[src/host_port_pkg.sv]
// shared constants and types for the host control port front end.
// assumes a single host clock domain; straps are static after reset.
package host_port_pkg;
  localparam int ADDR_W = 8;
  localparam int DATA_W = 16;
  // access latency in host clock cycles, picked from the address
  localparam int LAT_MIN = 3;
  localparam int LAT_MAX = 9;
  localparam logic [3:0] LAT_MIN_4 = 4'h3;
  // serial command word layout
  localparam int CMD_READ_BIT = 15;
  localparam int CMD_ADDR_LSB = 0;
  // strap encodings and the last bit index of a serial word
  localparam logic STYLE_STROBES = 1'h0;
  localparam logic STYLE_DATA_STROBE = 1'h1;
  localparam logic SERIAL_SPI = 1'h0;
  localparam logic SERIAL_FRAME_SYNC = 1'h1;
  localparam logic ORDER_MSB_FIRST = 1'h0;
  localparam logic [4:0] WORD_LAST_BIT = 5'h0f;

  typedef enum {P_IDLE, P_WAIT, P_DONE} par_state_t;
  typedef enum {S_IDLE, S_CMD, S_DATA, S_READ, S_HOLD} ser_state_t;
endpackage : host_port_pkg

[src/shift_if.sv]
// carrier between the port controller and its serial shift registers.
// assumes one controller drives each instance.
`timescale 1ns/10ps
interface shift_if #(parameter int W = 16);
  logic load;
  logic [W-1:0] load_data;
  logic shift;
  logic lsb_first;
  logic sin;
  logic [W-1:0] q;
  logic sout;
  modport ctrl(output load, load_data, shift, lsb_first, sin,
               input q, sout);
  modport shifter(input load, load_data, shift, lsb_first, sin,
                  output q, sout);
endinterface : shift_if

[src/serial_shifter.sv]
// one serial shift register whose direction follows the bit-order strap.
// assumes the controller holds lsb_first steady across a word.
`timescale 1ns/10ps
module serial_shifter #(
  parameter int W = 16
) (
  input wire logic clock,
  input wire logic reset_n,
  shift_if.shifter sh
);
  typedef struct packed {
    logic [W-1:0] q;
  } shift_state_t;

  shift_state_t state_r;
  shift_state_t state_nxt;

  always_comb begin
    state_nxt = state_r;
    if (sh.load) begin
      state_nxt.q = sh.load_data;
    end else if (sh.shift) begin
      if (sh.lsb_first) begin
        state_nxt.q = {sh.sin, state_r.q[W-1:1]};
      end else begin
        state_nxt.q = {state_r.q[W-2:0], sh.sin};
      end
    end
  end

  always_ff @(posedge clock or negedge reset_n) begin
    if (!reset_n) begin
      state_r <= '0;
    end else begin
      state_r <= state_nxt;
    end
  end

  assign sh.q = state_r.q;
  // first bit out is the end opposite the one the word is refilled from
  assign sh.sout = sh.lsb_first ? state_r.q[0] : state_r.q[W-1];
endmodule : serial_shifter

[src/host_control_port_select.sv]
// host control port front end: parallel microport or serial port,
// chosen by straps. assumes all pins are synchronous to clock and the
// internal register side answers reg_rdata in the cycle reg_rd is high.
`timescale 1ns/10ps
module host_control_port_select #(
  parameter int ADDR_W = host_port_pkg::ADDR_W,
  parameter int DATA_W = host_port_pkg::DATA_W
) (
  input wire logic clock,
  input wire logic reset_n,
  input wire logic serial_select_strap,
  input wire logic style_strap,
  input wire logic bit_order_strap,
  input wire logic chip_select_n,
  input wire logic [ADDR_W-1:0] host_addr,
  input wire logic [DATA_W-1:0] host_data_in,
  output logic [DATA_W-1:0] host_data_out,
  output logic [DATA_W-1:0] host_data_oe,
  input wire logic host_data_strobe_n,
  input wire logic host_direction,
  output logic host_transfer_ack_n,
  input wire logic serial_select_n,
  input wire logic serial_in,
  output logic serial_out,
  input wire logic serial_rx_frame_sync,
  input wire logic serial_tx_frame_sync,
  output logic [ADDR_W-1:0] reg_addr,
  output logic [DATA_W-1:0] reg_wdata,
  output logic reg_wr,
  output logic reg_rd,
  input wire logic [DATA_W-1:0] reg_rdata
);
  if (DATA_W != 16 || ADDR_W < 3 || ADDR_W > 16) begin : g_check
    $error("host_control_port_select: unsupported bus widths");
  end

  typedef struct packed {
    logic straps_ok;
    logic ser_mode;
    logic style;
    logic lsb_first;
    host_port_pkg::par_state_t pst;
    logic [3:0] cnt;
    logic [ADDR_W-1:0] addr;
    logic [DATA_W-1:0] wdata;
    logic rd;
    logic [DATA_W-1:0] rdata;
    logic drive;
    logic ack_n;
    logic reg_wr;
    logic reg_rd;
    host_port_pkg::ser_state_t sst;
    logic [4:0] bits;
    logic tx_pend;
    logic tx_on;
    logic [4:0] tx_bits;
  } state_t;

  state_t state_r;
  state_t state_nxt;

  shift_if #(.W(DATA_W)) rx_sh();
  shift_if #(.W(DATA_W)) tx_sh();

  serial_shifter #(.W(DATA_W)) u_rx (
    .clock(clock),
    .reset_n(reset_n),
    .sh(rx_sh.shifter)
  );
  serial_shifter #(.W(DATA_W)) u_tx (
    .clock(clock),
    .reset_n(reset_n),
    .sh(tx_sh.shifter)
  );

  logic strobe;
  logic is_read;
  logic par_start;
  logic par_release;
  logic [3:0] latency;
  logic spi;
  logic frame_on;
  logic [DATA_W-1:0] full_word;

  // latency grows with the top address bits and saturates at the maximum
  function automatic logic [3:0] access_latency(
    input logic [ADDR_W-1:0] a
  );
    logic [2:0] sel;
    sel = a[ADDR_W-1 -: 3];
    if (sel > 3'h6) begin
      sel = 3'h6;
    end
    access_latency = host_port_pkg::LAT_MIN_4 + {1'h0, sel};
  endfunction : access_latency

  always_comb begin
    // decode the shared strobe pins according to the style strap
    if (state_r.style == host_port_pkg::STYLE_DATA_STROBE) begin
      strobe = !host_data_strobe_n;
      is_read = host_direction;
    end else begin
      strobe = !host_data_strobe_n || !host_direction;
      is_read = !host_data_strobe_n;
    end
    par_start = state_r.straps_ok && !state_r.ser_mode &&
                !chip_select_n && strobe;
    par_release = !strobe;
    latency = access_latency(host_addr);
    spi = state_r.style == host_port_pkg::SERIAL_SPI;
    frame_on = !serial_select_n;
    // the word as it will stand once the current bit is shifted in
    if (state_r.lsb_first) begin
      full_word = {serial_in, rx_sh.q[DATA_W-1:1]};
    end else begin
      full_word = {rx_sh.q[DATA_W-2:0], serial_in};
    end
  end

  always_comb begin
    state_nxt = state_r;
    state_nxt.reg_wr = 1'h0;
    state_nxt.reg_rd = 1'h0;
    rx_sh.load = 1'h0;
    rx_sh.load_data = '0;
    rx_sh.shift = 1'h0;
    rx_sh.lsb_first = state_r.lsb_first;
    rx_sh.sin = serial_in;
    tx_sh.load = 1'h0;
    tx_sh.load_data = reg_rdata;
    tx_sh.shift = 1'h0;
    tx_sh.lsb_first = state_r.lsb_first;
    tx_sh.sin = 1'h0;

    // straps are caught once, on the first edge after reset release
    if (!state_r.straps_ok) begin
      state_nxt.straps_ok = 1'h1;
      state_nxt.ser_mode = serial_select_strap;
      state_nxt.style = style_strap;
      state_nxt.lsb_first = bit_order_strap != host_port_pkg::ORDER_MSB_FIRST;
    end

    // parallel microport
    case (state_r.pst)
      host_port_pkg::P_IDLE: begin
        if (par_start) begin
          state_nxt.pst = host_port_pkg::P_WAIT;
          state_nxt.cnt = latency - 4'h1;
          state_nxt.addr = host_addr;
          state_nxt.wdata = host_data_in;
          state_nxt.rd = is_read;
        end
      end
      host_port_pkg::P_WAIT: begin
        state_nxt.cnt = state_r.cnt - 4'h1;
        if (state_r.cnt == 4'h1) begin
          state_nxt.reg_rd = state_r.rd;
          state_nxt.reg_wr = !state_r.rd;
        end
        if (state_r.cnt == 4'h0) begin
          state_nxt.pst = host_port_pkg::P_DONE;
          if (state_r.rd) begin
            state_nxt.rdata = reg_rdata;
            state_nxt.drive = 1'h1;
          end
        end
      end
      host_port_pkg::P_DONE: begin
        if (par_release) begin
          state_nxt.pst = host_port_pkg::P_IDLE;
          state_nxt.drive = 1'h0;
        end
      end
      default: begin
        state_nxt.pst = host_port_pkg::P_IDLE;
      end
    endcase

    // acknowledge in style 1, ready (high when free) in style 0
    if (state_r.ser_mode) begin
      state_nxt.ack_n = 1'h1;
    end else if (state_r.style == host_port_pkg::STYLE_DATA_STROBE) begin
      state_nxt.ack_n = state_nxt.pst != host_port_pkg::P_DONE;
    end else begin
      state_nxt.ack_n = state_nxt.pst != host_port_pkg::P_WAIT;
    end

    // serial port receive side
    if (!state_r.ser_mode || !state_r.straps_ok) begin
      state_nxt.sst = host_port_pkg::S_IDLE;
    end else if (spi && !frame_on) begin
      // spi frame ended early: drop whatever was half done
      state_nxt.sst = host_port_pkg::S_IDLE;
      state_nxt.tx_on = 1'h0;
      state_nxt.tx_pend = 1'h0;
    end else begin
      case (state_r.sst)
        host_port_pkg::S_IDLE: begin
          if (spi) begin
            rx_sh.shift = 1'h1;
            state_nxt.bits = 5'h1;
            state_nxt.sst = host_port_pkg::S_CMD;
          end else if (frame_on && serial_rx_frame_sync) begin
            state_nxt.bits = 5'h0;
            state_nxt.sst = host_port_pkg::S_CMD;
          end
        end
        host_port_pkg::S_CMD: begin
          rx_sh.shift = 1'h1;
          state_nxt.bits = state_r.bits + 5'h1;
          if (state_r.bits == host_port_pkg::WORD_LAST_BIT) begin
            state_nxt.addr = full_word[host_port_pkg::CMD_ADDR_LSB +: ADDR_W];
            state_nxt.rd = full_word[host_port_pkg::CMD_READ_BIT];
            state_nxt.bits = 5'h0;
            if (full_word[host_port_pkg::CMD_READ_BIT]) begin
              state_nxt.reg_rd = 1'h1;
              state_nxt.sst = host_port_pkg::S_READ;
            end else begin
              state_nxt.sst = host_port_pkg::S_DATA;
            end
          end
        end
        host_port_pkg::S_DATA: begin
          rx_sh.shift = 1'h1;
          state_nxt.bits = state_r.bits + 5'h1;
          if (state_r.bits == host_port_pkg::WORD_LAST_BIT) begin
            state_nxt.wdata = full_word;
            state_nxt.reg_wr = 1'h1;
            state_nxt.sst = spi ? host_port_pkg::S_HOLD
                                : host_port_pkg::S_IDLE;
          end
        end
        host_port_pkg::S_READ: begin
          tx_sh.load = 1'h1;
          state_nxt.tx_pend = 1'h1;
          state_nxt.sst = spi ? host_port_pkg::S_HOLD
                              : host_port_pkg::S_IDLE;
        end
        host_port_pkg::S_HOLD: begin
          state_nxt.sst = host_port_pkg::S_HOLD;
        end
        default: begin
          state_nxt.sst = host_port_pkg::S_IDLE;
        end
      endcase
    end

    // serial transmit: spi sends at once, frame-sync waits for its sync
    if (state_r.tx_on && !(spi && !frame_on)) begin
      tx_sh.shift = 1'h1;
      state_nxt.tx_bits = state_r.tx_bits + 5'h1;
      if (state_r.tx_bits == host_port_pkg::WORD_LAST_BIT) begin
        state_nxt.tx_on = 1'h0;
      end
    end else if (state_r.tx_pend && !tx_sh.load &&
                 (spi || (frame_on && serial_tx_frame_sync))) begin
      state_nxt.tx_pend = 1'h0;
      state_nxt.tx_on = 1'h1;
      state_nxt.tx_bits = 5'h0;
    end
  end

  always_ff @(posedge clock or negedge reset_n) begin
    if (!reset_n) begin
      // everything returns to idle with the bus released
      state_r <= '0;
      state_r.pst <= host_port_pkg::P_IDLE;
      state_r.sst <= host_port_pkg::S_IDLE;
      state_r.ack_n <= 1'h1;
    end else begin
      state_r <= state_nxt;
    end
  end

  assign host_data_out = state_r.rdata;
  // gated by chip select directly so deselect releases the bus at once
  assign host_data_oe = {DATA_W{state_r.drive && !chip_select_n}};
  assign host_transfer_ack_n = state_r.ack_n;
  assign serial_out = state_r.tx_on && tx_sh.sout;
  assign reg_addr = state_r.addr;
  assign reg_wdata = state_r.wdata;
  assign reg_wr = state_r.reg_wr;
  assign reg_rd = state_r.reg_rd;
endmodule : host_control_port_select

[config.mk]
export PLATFORM = sky130hd
export DESIGN_NAME = host_control_port_select
export DESIGN_NICKNAME = d
export VERILOG_FILES = /design/src/host_port_pkg.sv /design/src/shift_if.sv /design/src/serial_shifter.sv /design/src/host_control_port_select.sv
export SDC_FILE = /design/constraint.sdc
export NUM_CORES = 1
export LEC_CHECK = 0
export BUFFER_PORTS_ARGS = -buffer_cell sky130_fd_sc_hd__buf_2
export CORE_ASPECT_RATIO = 0.75
export CORE_MARGIN = 5
export CORE_UTILIZATION = 30
export CTS_CLUSTER_SIZE = 24
export DETAILED_ROUTE_END_ITERATION = 7
export SLEW_MARGIN = 20
export SYNTH_ARGS = -nofsm -noshare
export SYNTH_HDL_FRONTEND = slang
export SYNTH_HIERARCHICAL = 1
export SYNTH_SLANG_ARGS = --single-unit
[constraint.sdc]
create_clock -name clock -period 3.9 [get_ports clock]
set_clock_uncertainty 0.2 [all_clocks]
set_input_delay 0.195 -clock clock [delete_from_list [all_inputs] [get_ports clock]]
set_output_delay 0.195 -clock clock [all_outputs]
set_load 0.05 [all_outputs]
After elaboration in Yosys (flattened, before gate mapping):

Cells that the tools add are included.

* bits in registers: 161
* output and inout port bits: 60

* add/sub/neg operators: 5
* $lt $le $gt $ge: 1
* eq/ne operators: 19
* multiplexer cells: 62
* bitwise gates (word level): 3
* reduce and logical (&&, ||, !) cells: 37

Operators with widths (number)
* 32-bit two-way mux: 5
* 32-bit case mux with 5 select lines: 1
* 32-bit by 2-bit == test with 1-bit output (second input constant): 3
* 16-bit two-way mux: 6
* 32-bit case mux with 3 select lines: 1
* 25-bit two-way mux: 3
* 37-bit two-way mux: 2
* 32-bit by 1-bit == test with 1-bit output (second input constant): 2
* 32-bit zero test: 2
* 61-bit two-way mux: 1
* 38-bit two-way mux: 1
* 32-bit by 3-bit == test with 1-bit output (second input constant): 1
* 32-bit by 2-bit inequality test with 1-bit output (second input constant): 1
* 32-bit by 3-bit inequality test with 1-bit output (second input constant): 1
* 1-bit two-way mux: 27
* 8-bit two-way mux: 2
* 5-bit case mux with 3 select lines: 1
* 1-bit logical AND: 11
* 5-bit by 1-bit adder with 5-bit output (second input constant): 2
* 5-bit by 4-bit == test with 1-bit output (second input constant): 2
* 2-bit two-way mux: 5
* 1-bit zero test: 9
* 2-bit inequality test (second input constant): 4
* 4-bit inequality test (second input constant): 2
* other kinds (20): 32

Longest topological paths before layout:

Gate-level depths: netlist (run 1).

* depth in word-level cells: 10
* mapped depth: 10

Modules after synthesis:

The synthesis (run 1) kept the hierarchy.

By module, submodules not included
* host_control_port_select: times used 1, cells each 424, area an instance 5021.1 µm²
* serial_shifter: times used 2, cells each 90, area an instance 1041.0 µm²

Least setup slack after synthesis (run 1):

No wires, ideal clock.

* path kind: register to register
* start point: register state_r[7] (netlist name)
* end point: register state_r[10] (netlist name)
* setup time: 0.095 ns
* data arrival time: 2.108 ns
* path slack: 1.497 ns
* stages on the path, launching flop included: 10
* clock period less this slack: 2.403 ns
* cell sequence: dfrtp_1 > ha_1 > nand3_1 > inv_1 > ha_1 > clkbuf_1 > or3b_2 > a21o_1 > or2_0 > o31ai_1

* longest elaborated chain between the ends: 3
* elaborated cells between the ends (all ways): 4
* classes of those cells: add/sub (1); eq/ne (1); mux (2)

RTL lines
* start: declaration: RTL line host_control_port_select.sv:59 `state_t state_r;`
* start signal: assignment: RTL line host_control_port_select.sv:271 `state_r <= state_nxt;`
* 5-bit by 1-bit adder with 5-bit output / 5-bit by 4-bit == test with 1-bit output (equally long branches): RTL line host_control_port_select.sv:210, host_control_port_select.sv:225, host_control_port_select.sv:211
* 38-bit two-way mux: RTL line host_control_port_select.sv:211 `if (state_r.bits == host_port_pkg::WORD_LAST_BIT) begin`
* 5-bit case mux with 3 select lines (*): RTL line host_control_port_select.sv:197 `case (state_r.sst)`

Every way passes the cells marked *; elsewhere a longest branch is shown, timed or not. The select of a mux whose other input is x is not followed.
A chain may end at the register's enable or synchronous reset.

Worst setup path after layout (run 1):

* start point: register state_r[126] (netlist name)
* end point: register u_tx.state_r (netlist bit u_tx/sh.q[5])

* elaborated cells between the ends (all ways): 9
* classes of those cells: mux (4); bitwise (1); reduce/logical (4)

RTL lines
* 1-bit inverter (*): RTL line host_control_port_select.sv:110 `spi = state_r.style == host_port_pkg::SERIAL_SPI;`
* 1-bit logical AND (*): RTL line host_control_port_select.sv:191 `end else if (spi && !frame_on) begin`
* 1-bit two-way mux (*): RTL line host_control_port_select.sv:191
* 1-bit two-way mux (*): RTL line host_control_port_select.sv:189 `if (!state_r.ser_mode || !state_r.straps_ok) begin`
* named net tx_sh.load: RTL line shift_if.sv:5 `logic load;`
* 16-bit two-way mux / 2-bit nonzero test (equally long branches)
* end signal: assignment: RTL line serial_shifter.sv:35 `state_r <= state_nxt;`
* end: declaration: RTL line serial_shifter.sv:15 `shift_state_t state_r;`

Mark *: on every way through the listed nets, which the timed path passes. The rest lies on a longest branch.

==> reports/results.ini, run 1 <==
[clock_tree]
clock-sinks=132
cts_buffers=17
tritoncts=built
cts_max_level=4
post_cts_buffers=0
clock-root-buffer=clkbuf_16
clock_latency_ps=420
clk_pin_slew_worst_paths_ps=60
cts_buffer_depth=2

[logic_synthesis]
synth_cells=603
synth_area_um2=7090
yosysWarnings=6
syn_area_per_cell_um2=11.8

[timing]
rsz0062_at_grt=false
min_period_ps=2700
finalSetupTns_ps=0
max_freq_ghz=0.371
slew_headroom=0.419
slew_viol_final=0
period_share=0.692
hold_ws_ps=85.1
worst_slack_ps=1200
finalHoldViolations=0
worst_pin_slew_ps=871
setup_viol=0

[layout]
nNetsFinal=818
drive_above_1_share=0.277
final_core_util=0.378
area_growth_pct=23.1
diodes=0
final_area_um2=8730

[status]
status=complete, no violations

[place]
io_buffer_count=111
globalplace.congestion=0.771
dpl-instance-area_um2=7650
dp_hpwl_mm=10.7
post-place-ws_ps=1210

[global_routing]
grt_max_degree=93
grt_util_all_layers=0.122
grt.overflow.total=0
grt_pass1_wl_mm=26.5
antenna_found_initial=1
grt_pass1_vias=4895

[flow_run]
drv_cap=0

[floorplanning]
fp.coreArea_um2=23100
floorplan.initialDensity=0.307
ioPinCount=112
dieArea_um2=26800
placementRows=48
fp.dieW_um=188
die_height_um=143

[worst_setup_path]
critPathTopFamily=simple AND/OR/NAND/NOR gates
rrSetupSlack_ps=1200
crit_type=reg -> reg
crit_path_max_fanout=34
cp_slowest_cell=or4_1
r2r_end=u_tx/sh.q[5]$_DFFE_PN0P_
cpMostUsedCell=buf_4
crit_buf_inv=3
critical_path_required_ps=3990
reg2reg_depth=7
slowest_delay_ps=590
endpoint_kind=flop
critPathLaunch=state_r[126]$_DFFE_PN0N_
r2r_start=state_r[126]$_DFFE_PN0N_
critPathLaunchType=flop
crit_cells=7
endpoint=u_tx/sh.q[5]$_DFFE_PN0P_
crit_chain=nor2b_1 -> or4_1 -> inv_1 -> buf_4 -> nand2b_1 -> buf_4 -> o211ai_2
worstPathArrival_ps=2790

[routing]
routed_wl_mm=15.8
drc=0
antenna_left=0
post_drt_wl_per_cell_um=14.8
firstDrtPassIters=4
drt_iter0_markers=288
vias=4767
vias_per_cell=4.46

[worst_hold_path]
hp-class=in -> reg

[power]
seq_power_share=0.416
p_per_area_nw_per_um2=446
peakVddDrop_mv=0.330
p_int_mw=2.80
clockPowerShare=0.424
p_leak_nw=4.19
switching_share=0.279
p_comb_frac=0.160
p_sw_mw=1.09

state kept, by name, indices dropped and copies added, names as in the netlist:
| name | flops |
|---|---|
| rx_sh.lsb_first | 1 |
| u_tx/sh.q | 16 |
| reg_addr | 8 |
| reg_rd | 1 |
| host_transfer_ack_n | 1 |
| reg_wr | 1 |
| host_data_out | 16 |
| reg_wdata | 16 |
| u_rx/sh.q | 16 |
| state_r | 56 |
metrics by stage:
| step | power, mW | std cells |
|---|---|---|
| floorplan | 2.08 | 656 |
| global placement | 2.23 | 992 |
| detailed placement | 2.23 | 992 |
| CTS | 3.94 | 1070 |
| global route | 4.09 | 1070 |
| finish | 3.89 | 1070 |
power by group through the flow:
stage	registers, mW	logic, mW	clock network [mW]
2_1_floorplan	1.60	0.488	0
3_3_place_gp	1.64	0.583	0
3_5_place_dp	1.64	0.584	0
4_1_cts	1.62	0.624	1.70
5_1_grt	1.64	0.694	1.75
6_report	1.62	0.622	1.65
cell type report:
type	instances	area, um^2
clock buffers	22	494
clock inverters	10	120
fillers	2247	14400
inverters	15	56.3
multi-input cells	424	3280
flip-flops and latches	132	3310
well taps	300	375
repair buffers	167	1100
worst reg2reg max path, delay by kind of cell (launching register included):
family,cells,cell delay [ps]
simple gates,3,1070
buf+inv,3,660
flops,1,540
compound gates,1,110
metal layers:
metal	vias to the layer above	global-route usage	routed length (um)
li1	2361	-	-
met1	2297	0.176	8140
met2	90	0.179	6780
met3	17	0.0349	744
met4	2	0.0363	181
met5	-	0	7
how the worst min path moves through the flow:
stage,depth (start not counted),to,from
after floorplan,0,host_data_out[0]$_DFFE_PN0P_,reset_n
after global placement,1,host_data_out[13]$_DFFE_PN0P_,reset_n
after detailed placement,1,host_data_out[14]$_DFFE_PN0P_,reset_n
after CTS,3,state_r[3]$_DFFE_PN0P_,serial_select_n
after global routing,3,state_r[6]$_DFF_PN0_,serial_select_n
final,3,state_r[3]$_DFFE_PN0P_,serial_select_n
layout by cell type, fill, tap and decap left out, drive strengths merged, types with 2 or more instances in the layout:
cell type      n
a211oi         9
a21o           2
a21oi         16
a22o           3
and2           2
and3           3
buf          121
bufinv         2
clkbuf        22
clkinv         2
clkinvlp       5
conb          55
dfrtp        131
dlygate4sd3   46
ha             9
inv           16
mux2          19
mux2i         85
nand2         45
nand2b         8
nand3          8
nand3b         2
nand4          5
nand4b         2
nor2          19
nor2b         13
nor3           5
nor4           9
nor4b          3
o211ai        32
o21ai         17
o22ai          2
o31ai          3
or3b          33
what timing repair did:
item,4_1_cts,5_1_grt
gates resized for setup,0,0
hold buffers,46,0
hold endpoints to repair,151,0
Power figures use the tool's default switching activity.
==> inputs of run 2 (changes only) <==
clock period = 2.3 ns   (was 3.9 ns; I/O delays follow)
==> run 2 against run 1 <==
Routed wire length grew 0.27%. Via count rose by 2.5%. Combinational power grew 85%. Clock power rose by 55%. Sequential share of layout area fell by 0.94 points. Die area unchanged. Critical path depth rose by 2. First-iteration DRC count shrank 20%. Core utilization up 0.97 points. Clock-buffer cell count is 4 lower. Largest cell class unchanged. Highest routed layer unchanged.
==> reports/results.ini, run 2 (same netlist as run 1, synthesis figures left out) <==
[worst_setup_path]
critPathLaunchType=flop
crit_path_max_fanout=4
crit_type=reg -> reg
worstPathArrival_ps=2360
cp_slowest_cell=dfrtp_1
crit_chain=ha_2 -> nand3_2 -> inv_1 -> ha_1 -> or3b_4 -> a21o_1 -> buf_4 -> o22a_1 -> o21ai_1
critical_path_required_ps=2440
endpoint_kind=flop
slowest_delay_ps=400

[power]
peakVddDrop_mv=0.565
p_int_mw=4.57
p_comb_frac=0.178
p_leak_nw=4.29
switching_share=0.289
p_sw_mw=1.86
p_per_area_nw_per_um2=719
seq_power_share=0.425
finalPower_mw=6.44
clockPowerShare=0.397

[place]
globalplace.congestion=0.780
dp_hpwl_mm=10.9
io_buffer_count=111

[clock_tree]
clk_pin_slew_worst_paths_ps=60
clock-sinks=132
cts_max_level=4
clock-root-buffer=clkbuf_16
clock_latency_ps=420
cts_buffers=17
tritoncts=built
cts_buffer_depth=2

[floorplanning]
floorplan.initialDensity=0.307
die_height_um=143
ioPinCount=112
placementRows=48
dieArea_um2=26800
fp.dieW_um=188
fp.coreArea_um2=23100

[timing]
max_freq_ghz=0.451
period_share=0.964
min_period_ps=2220
slew_headroom=0.586
finalSetupTns_ps=0
slew_viol_final=0
worst_pin_slew_ps=620
finalHoldViolations=0
rsz0062_at_grt=true
setup_viol=0

[layout]
diodes=0
nFillCells=2223
final_cell_mix=dfrtp_1, buf_2, mux2i_1
regMostFlops=state_r
final_common_cell=dfrtp_1
drive_above_1_share=0.303
nNetsFinal=839
largest_register_ffs=56
area_growth_pct=26.3

[global_routing]
grt.overflow.total=0
grt_util_all_layers=0.123
grt_max_degree=64
grt_pass1_wl_mm=26.6
antenna_found_initial=1
grt_pass1_vias=5064

[routing]
wl_met1_mm=7.90
routed_wl_mm=15.9
antenna_left=0
firstDrtPassIters=4
post_drt_wl_per_cell_um=14.6
drc=0
met2_length_mm=7.07
drt_iter0_markers=229
vias=4885
top_layer=met5
vias_per_cell=4.48
wl_met3_um=702

[flow_run]
drv_cap=0

[status]
status=complete, no violations

[worst_hold_path]
hp-class=in -> async

run 2: per-layer routing:
metal,track usage,vias to the layer above
met1,0.171,2369
li1,-,2403
met3,0.0374,19
met5,0,-
met2,0.186,92
met4,0.0367,2
run 2: power groups by stage:
stage | clock (mW) | sequential [mW] | combinational (mW)
finish | 2.55 | 2.74 | 1.15
global route | 2.74 | 2.77 | 1.27
CTS | 2.64 | 2.74 | 1.12
detailed placement | 0 | 2.78 | 1.06
global placement | 0 | 2.78 | 1.05
floorplan | 0 | 2.71 | 0.829
run 2: layout make-up:
class                   instances  area [um^2]  share of cell area
inverters                      15         60.1             0.00671
multi-input cells             424         3300               0.369
repair buffers                188         1360               0.152
flip-flops and latches        132         3310               0.369
well taps                     300          375              0.0419
clock inverters                13          113              0.0126
clock buffers                  18          439              0.0490
run 2: repair_timing:
action / CTS / global route
endpoints found under the hold margin: 197 / 0
buffers inserted: 0 / 4
hold buffers: 47 / 0
pin swaps: 1 / 2
resized for setup: 0 / 7
setup endpoints to repair: 1 / 38
cloned: 0 / 0
run 2: worst paths after layout:
path	cells past startpoint	slack, ps	startpoint	end
max in group asynchronous	3	1150	reset_n	host_transfer_ack_n$_DFF_PN1_
min in group clock	5	60	host_direction	state_r[47]$_DFFE_PN0P_
hold reg to reg	2	280	state_r[4]$_DFFE_PN0P_	state_r[4]$_DFFE_PN0P_
setup reg to reg	9	80	state_r[7]$_DFFE_PN0P_	state_r[7]$_DFFE_PN0P_
hold / removal	2	40	reset_n	u_rx/sh.q[13]$_DFFE_PN0P_
setup / recovery	9	80	state_r[7]$_DFFE_PN0P_	state_r[7]$_DFFE_PN0P_
run 2: per-stage QoR:
stage          utilization  cell area [um^2]  cells  setup slack, ps  hold WS [ps]
6_report             0.387              8950   1090             82.0          42.8
5_1_grt              0.387              8950   1090            -14.2          71.6
4_1_cts              0.385              8910   1086             4.49          53.3
3_5_place_dp         0.341              7890   1008             25.3         -54.0
3_3_place_gp         0.341              7890   1008             87.0         -55.0
2_1_floorplan            -              7300    656             16.1          -381
run 2: worst max-delay path, delay by kind of cell, from the launching register on:
family | cells | cell delay, ps
compound gates | 3 | 480
fa+ha+maj | 2 | 390
simple gates | 2 | 470
flops | 1 | 400
buf+inv | 2 | 180
==> inputs of run 3 (changes only) <==
ABC_AREA = 0   (was default)
CORE_UTILIZATION = 40   (was 30)
==> run 3 against run 2 <==
Fmax increased by 0.26%. Critical path depth down 1. Sequential power barely moved. Clock-buffer cell count grew 2. Core utilization grew 12 points. Largest cell class is now multi-input combinational cells. Largest power group is now clock.
==> reports/results.ini, run 3 (same netlist as run 1, synthesis figures left out) <==
[floorplanning]
placementRows=42
floorplan.initialDensity=0.404
ioPinCount=112
fp.coreArea_um2=17600
dieArea_um2=20500
fp.dieW_um=164
die_height_um=125

[layout]
regMostFlops=state_r
final_cell_mix=dfrtp_1, buf_2, mux2i_1
drive_above_1_share=0.291
nFillCells=1562
final_common_cell=dfrtp_1
register_area_um2=3310
diodes=0
multi_input_area_um2=3310
nNetsFinal=834
largest_register_ffs=56
area_growth_pct=26.1

[routing]
antenna_left=0
drc=0
vias=4936
routed_wl_mm=15.6
post_drt_wl_per_cell_um=15.1
vias_per_cell=4.80
firstDrtPassIters=4
drt_iter0_markers=300

[timing]
max_freq_ghz=0.452
period_share=0.962
finalSetupTns_ps=0
slew_viol_final=0
worst_slack_ps=87.7
min_period_ps=2210
finalHoldViolations=0
slew_headroom=0.584
hold_ws_ps=25.4
rsz0062_at_grt=true
worst_pin_slew_ps=624
setup_viol=0

[worst_setup_path]
reg2reg_depth=8
endpoint_kind=flop
crit_path_max_fanout=5
crit_type=reg -> reg
critical_path_required_ps=2440
critPathLaunchType=flop
worstPathArrival_ps=2350

[global_routing]
grt_max_degree=72
grt.overflow.total=0
grt_pass1_vias=5062
grt_pass1_wl_mm=25.7
grt_util_all_layers=0.158
antenna_found_initial=0

[clock_tree]
clock-sinks=132
clk_pin_slew_worst_paths_ps=60
clock_latency_ps=430
cts_buffers=17
tritoncts=built
cts_buffer_depth=2
cts_max_level=4
clock-root-buffer=clkbuf_16

[power]
p_leak_nw=4.33
peakVddDrop_mv=0.434
p_per_area_nw_per_um2=763

[flow_run]
drv_cap=0

[place]
post-place-ws_ps=39.1
dp_hpwl_mm=10.4
io_buffer_count=111
globalplace.congestion=0.772

[status]
status=complete, no violations

[worst_hold_path]
hp-class=in -> async

## run 3: cell types whose count changed in the layout (fill, tap and decap cells not counted), sizes merged
cell / delta
dlygate4sd3: +1
clkbuf: +2
clkinv: -1
bufinv: +3
clkinvlp: -5
inv: +2
buf: -6
## run 3: worst paths after layout
kind	from	end	slack [ps]
min in group clock	serial_tx_frame_sync	state_r[3]$_DFFE_PN0P_	50
hold reg to reg	state_r[4]$_DFFE_PN0P_	state_r[4]$_DFFE_PN0P_	290
hold / removal	reset_n	u_rx/sh.q[0]$_DFFE_PN0P_	30
setup / recovery	state_r[7]$_DFFE_PN0P_	state_r[10]$_DFFE_PN0P_	90
setup reg to reg	state_r[7]$_DFFE_PN0P_	state_r[10]$_DFFE_PN0P_	90
max in group asynchronous	reset_n	host_transfer_ack_n$_DFF_PN1_	1450
## run 3: cell type report
cell class,count,share of cell area
multi-input cells,424,0.370
flip-flops and latches,132,0.370
repair buffers,183,0.148
clock buffers,20,0.0522
well taps,242,0.0339
clock inverters,12,0.0197
inverters,15,0.00630
## run 3: timing repair
item | CTS | global route
buffers inserted | 0 | 2
resized for setup | 0 | 3
setup endpoints to repair | 0 | 21
hold buffers | 49 | 0
endpoints found under the hold margin | 200 | 0
## run 3: report_power, final
part	switching, mW	total (mW)	internal [mW]
logic	0.615	1.14	0.524
clock network	1.05	2.95	1.90
registers	0.194	2.73	2.54
total	1.86	6.82	4.96
## run 3: stage by stage
stage | util | instances | cell area, um^2 | power (mW)
2_1_floorplan | - | 656 | 7300 | 3.54
3_3_place_gp | 0.442 | 945 | 7760 | 3.78
3_5_place_dp | 0.442 | 945 | 7760 | 3.82
4_1_cts | 0.507 | 1026 | 8910 | 6.88
5_1_grt | 0.509 | 1028 | 8940 | 7.14
6_report | 0.509 | 1028 | 8940 | 6.82
## run 3: worst max-delay path, stage by stage, from the launching register on
cell and delay [ps]:
dfrtp_1 430, ha_4 190, nand3_2 70, inv_1 40, ha_1 180, or3b_4 390, a21o_1 210, or2_1 230
o31ai_1 180
## run 3: layer usage
| layer | vias up | track usage | routed length [um] |
|---|---|---|---|
| li1 | 2398 | - | - |
| met2 | 103 | 0.242 | 7250 |
| met4 | 0 | 0.0533 | 172 |
| met5 | - | 0 | 0 |
| met1 | 2419 | 0.220 | 7490 |
| met3 | 16 | 0.0375 | 656 |
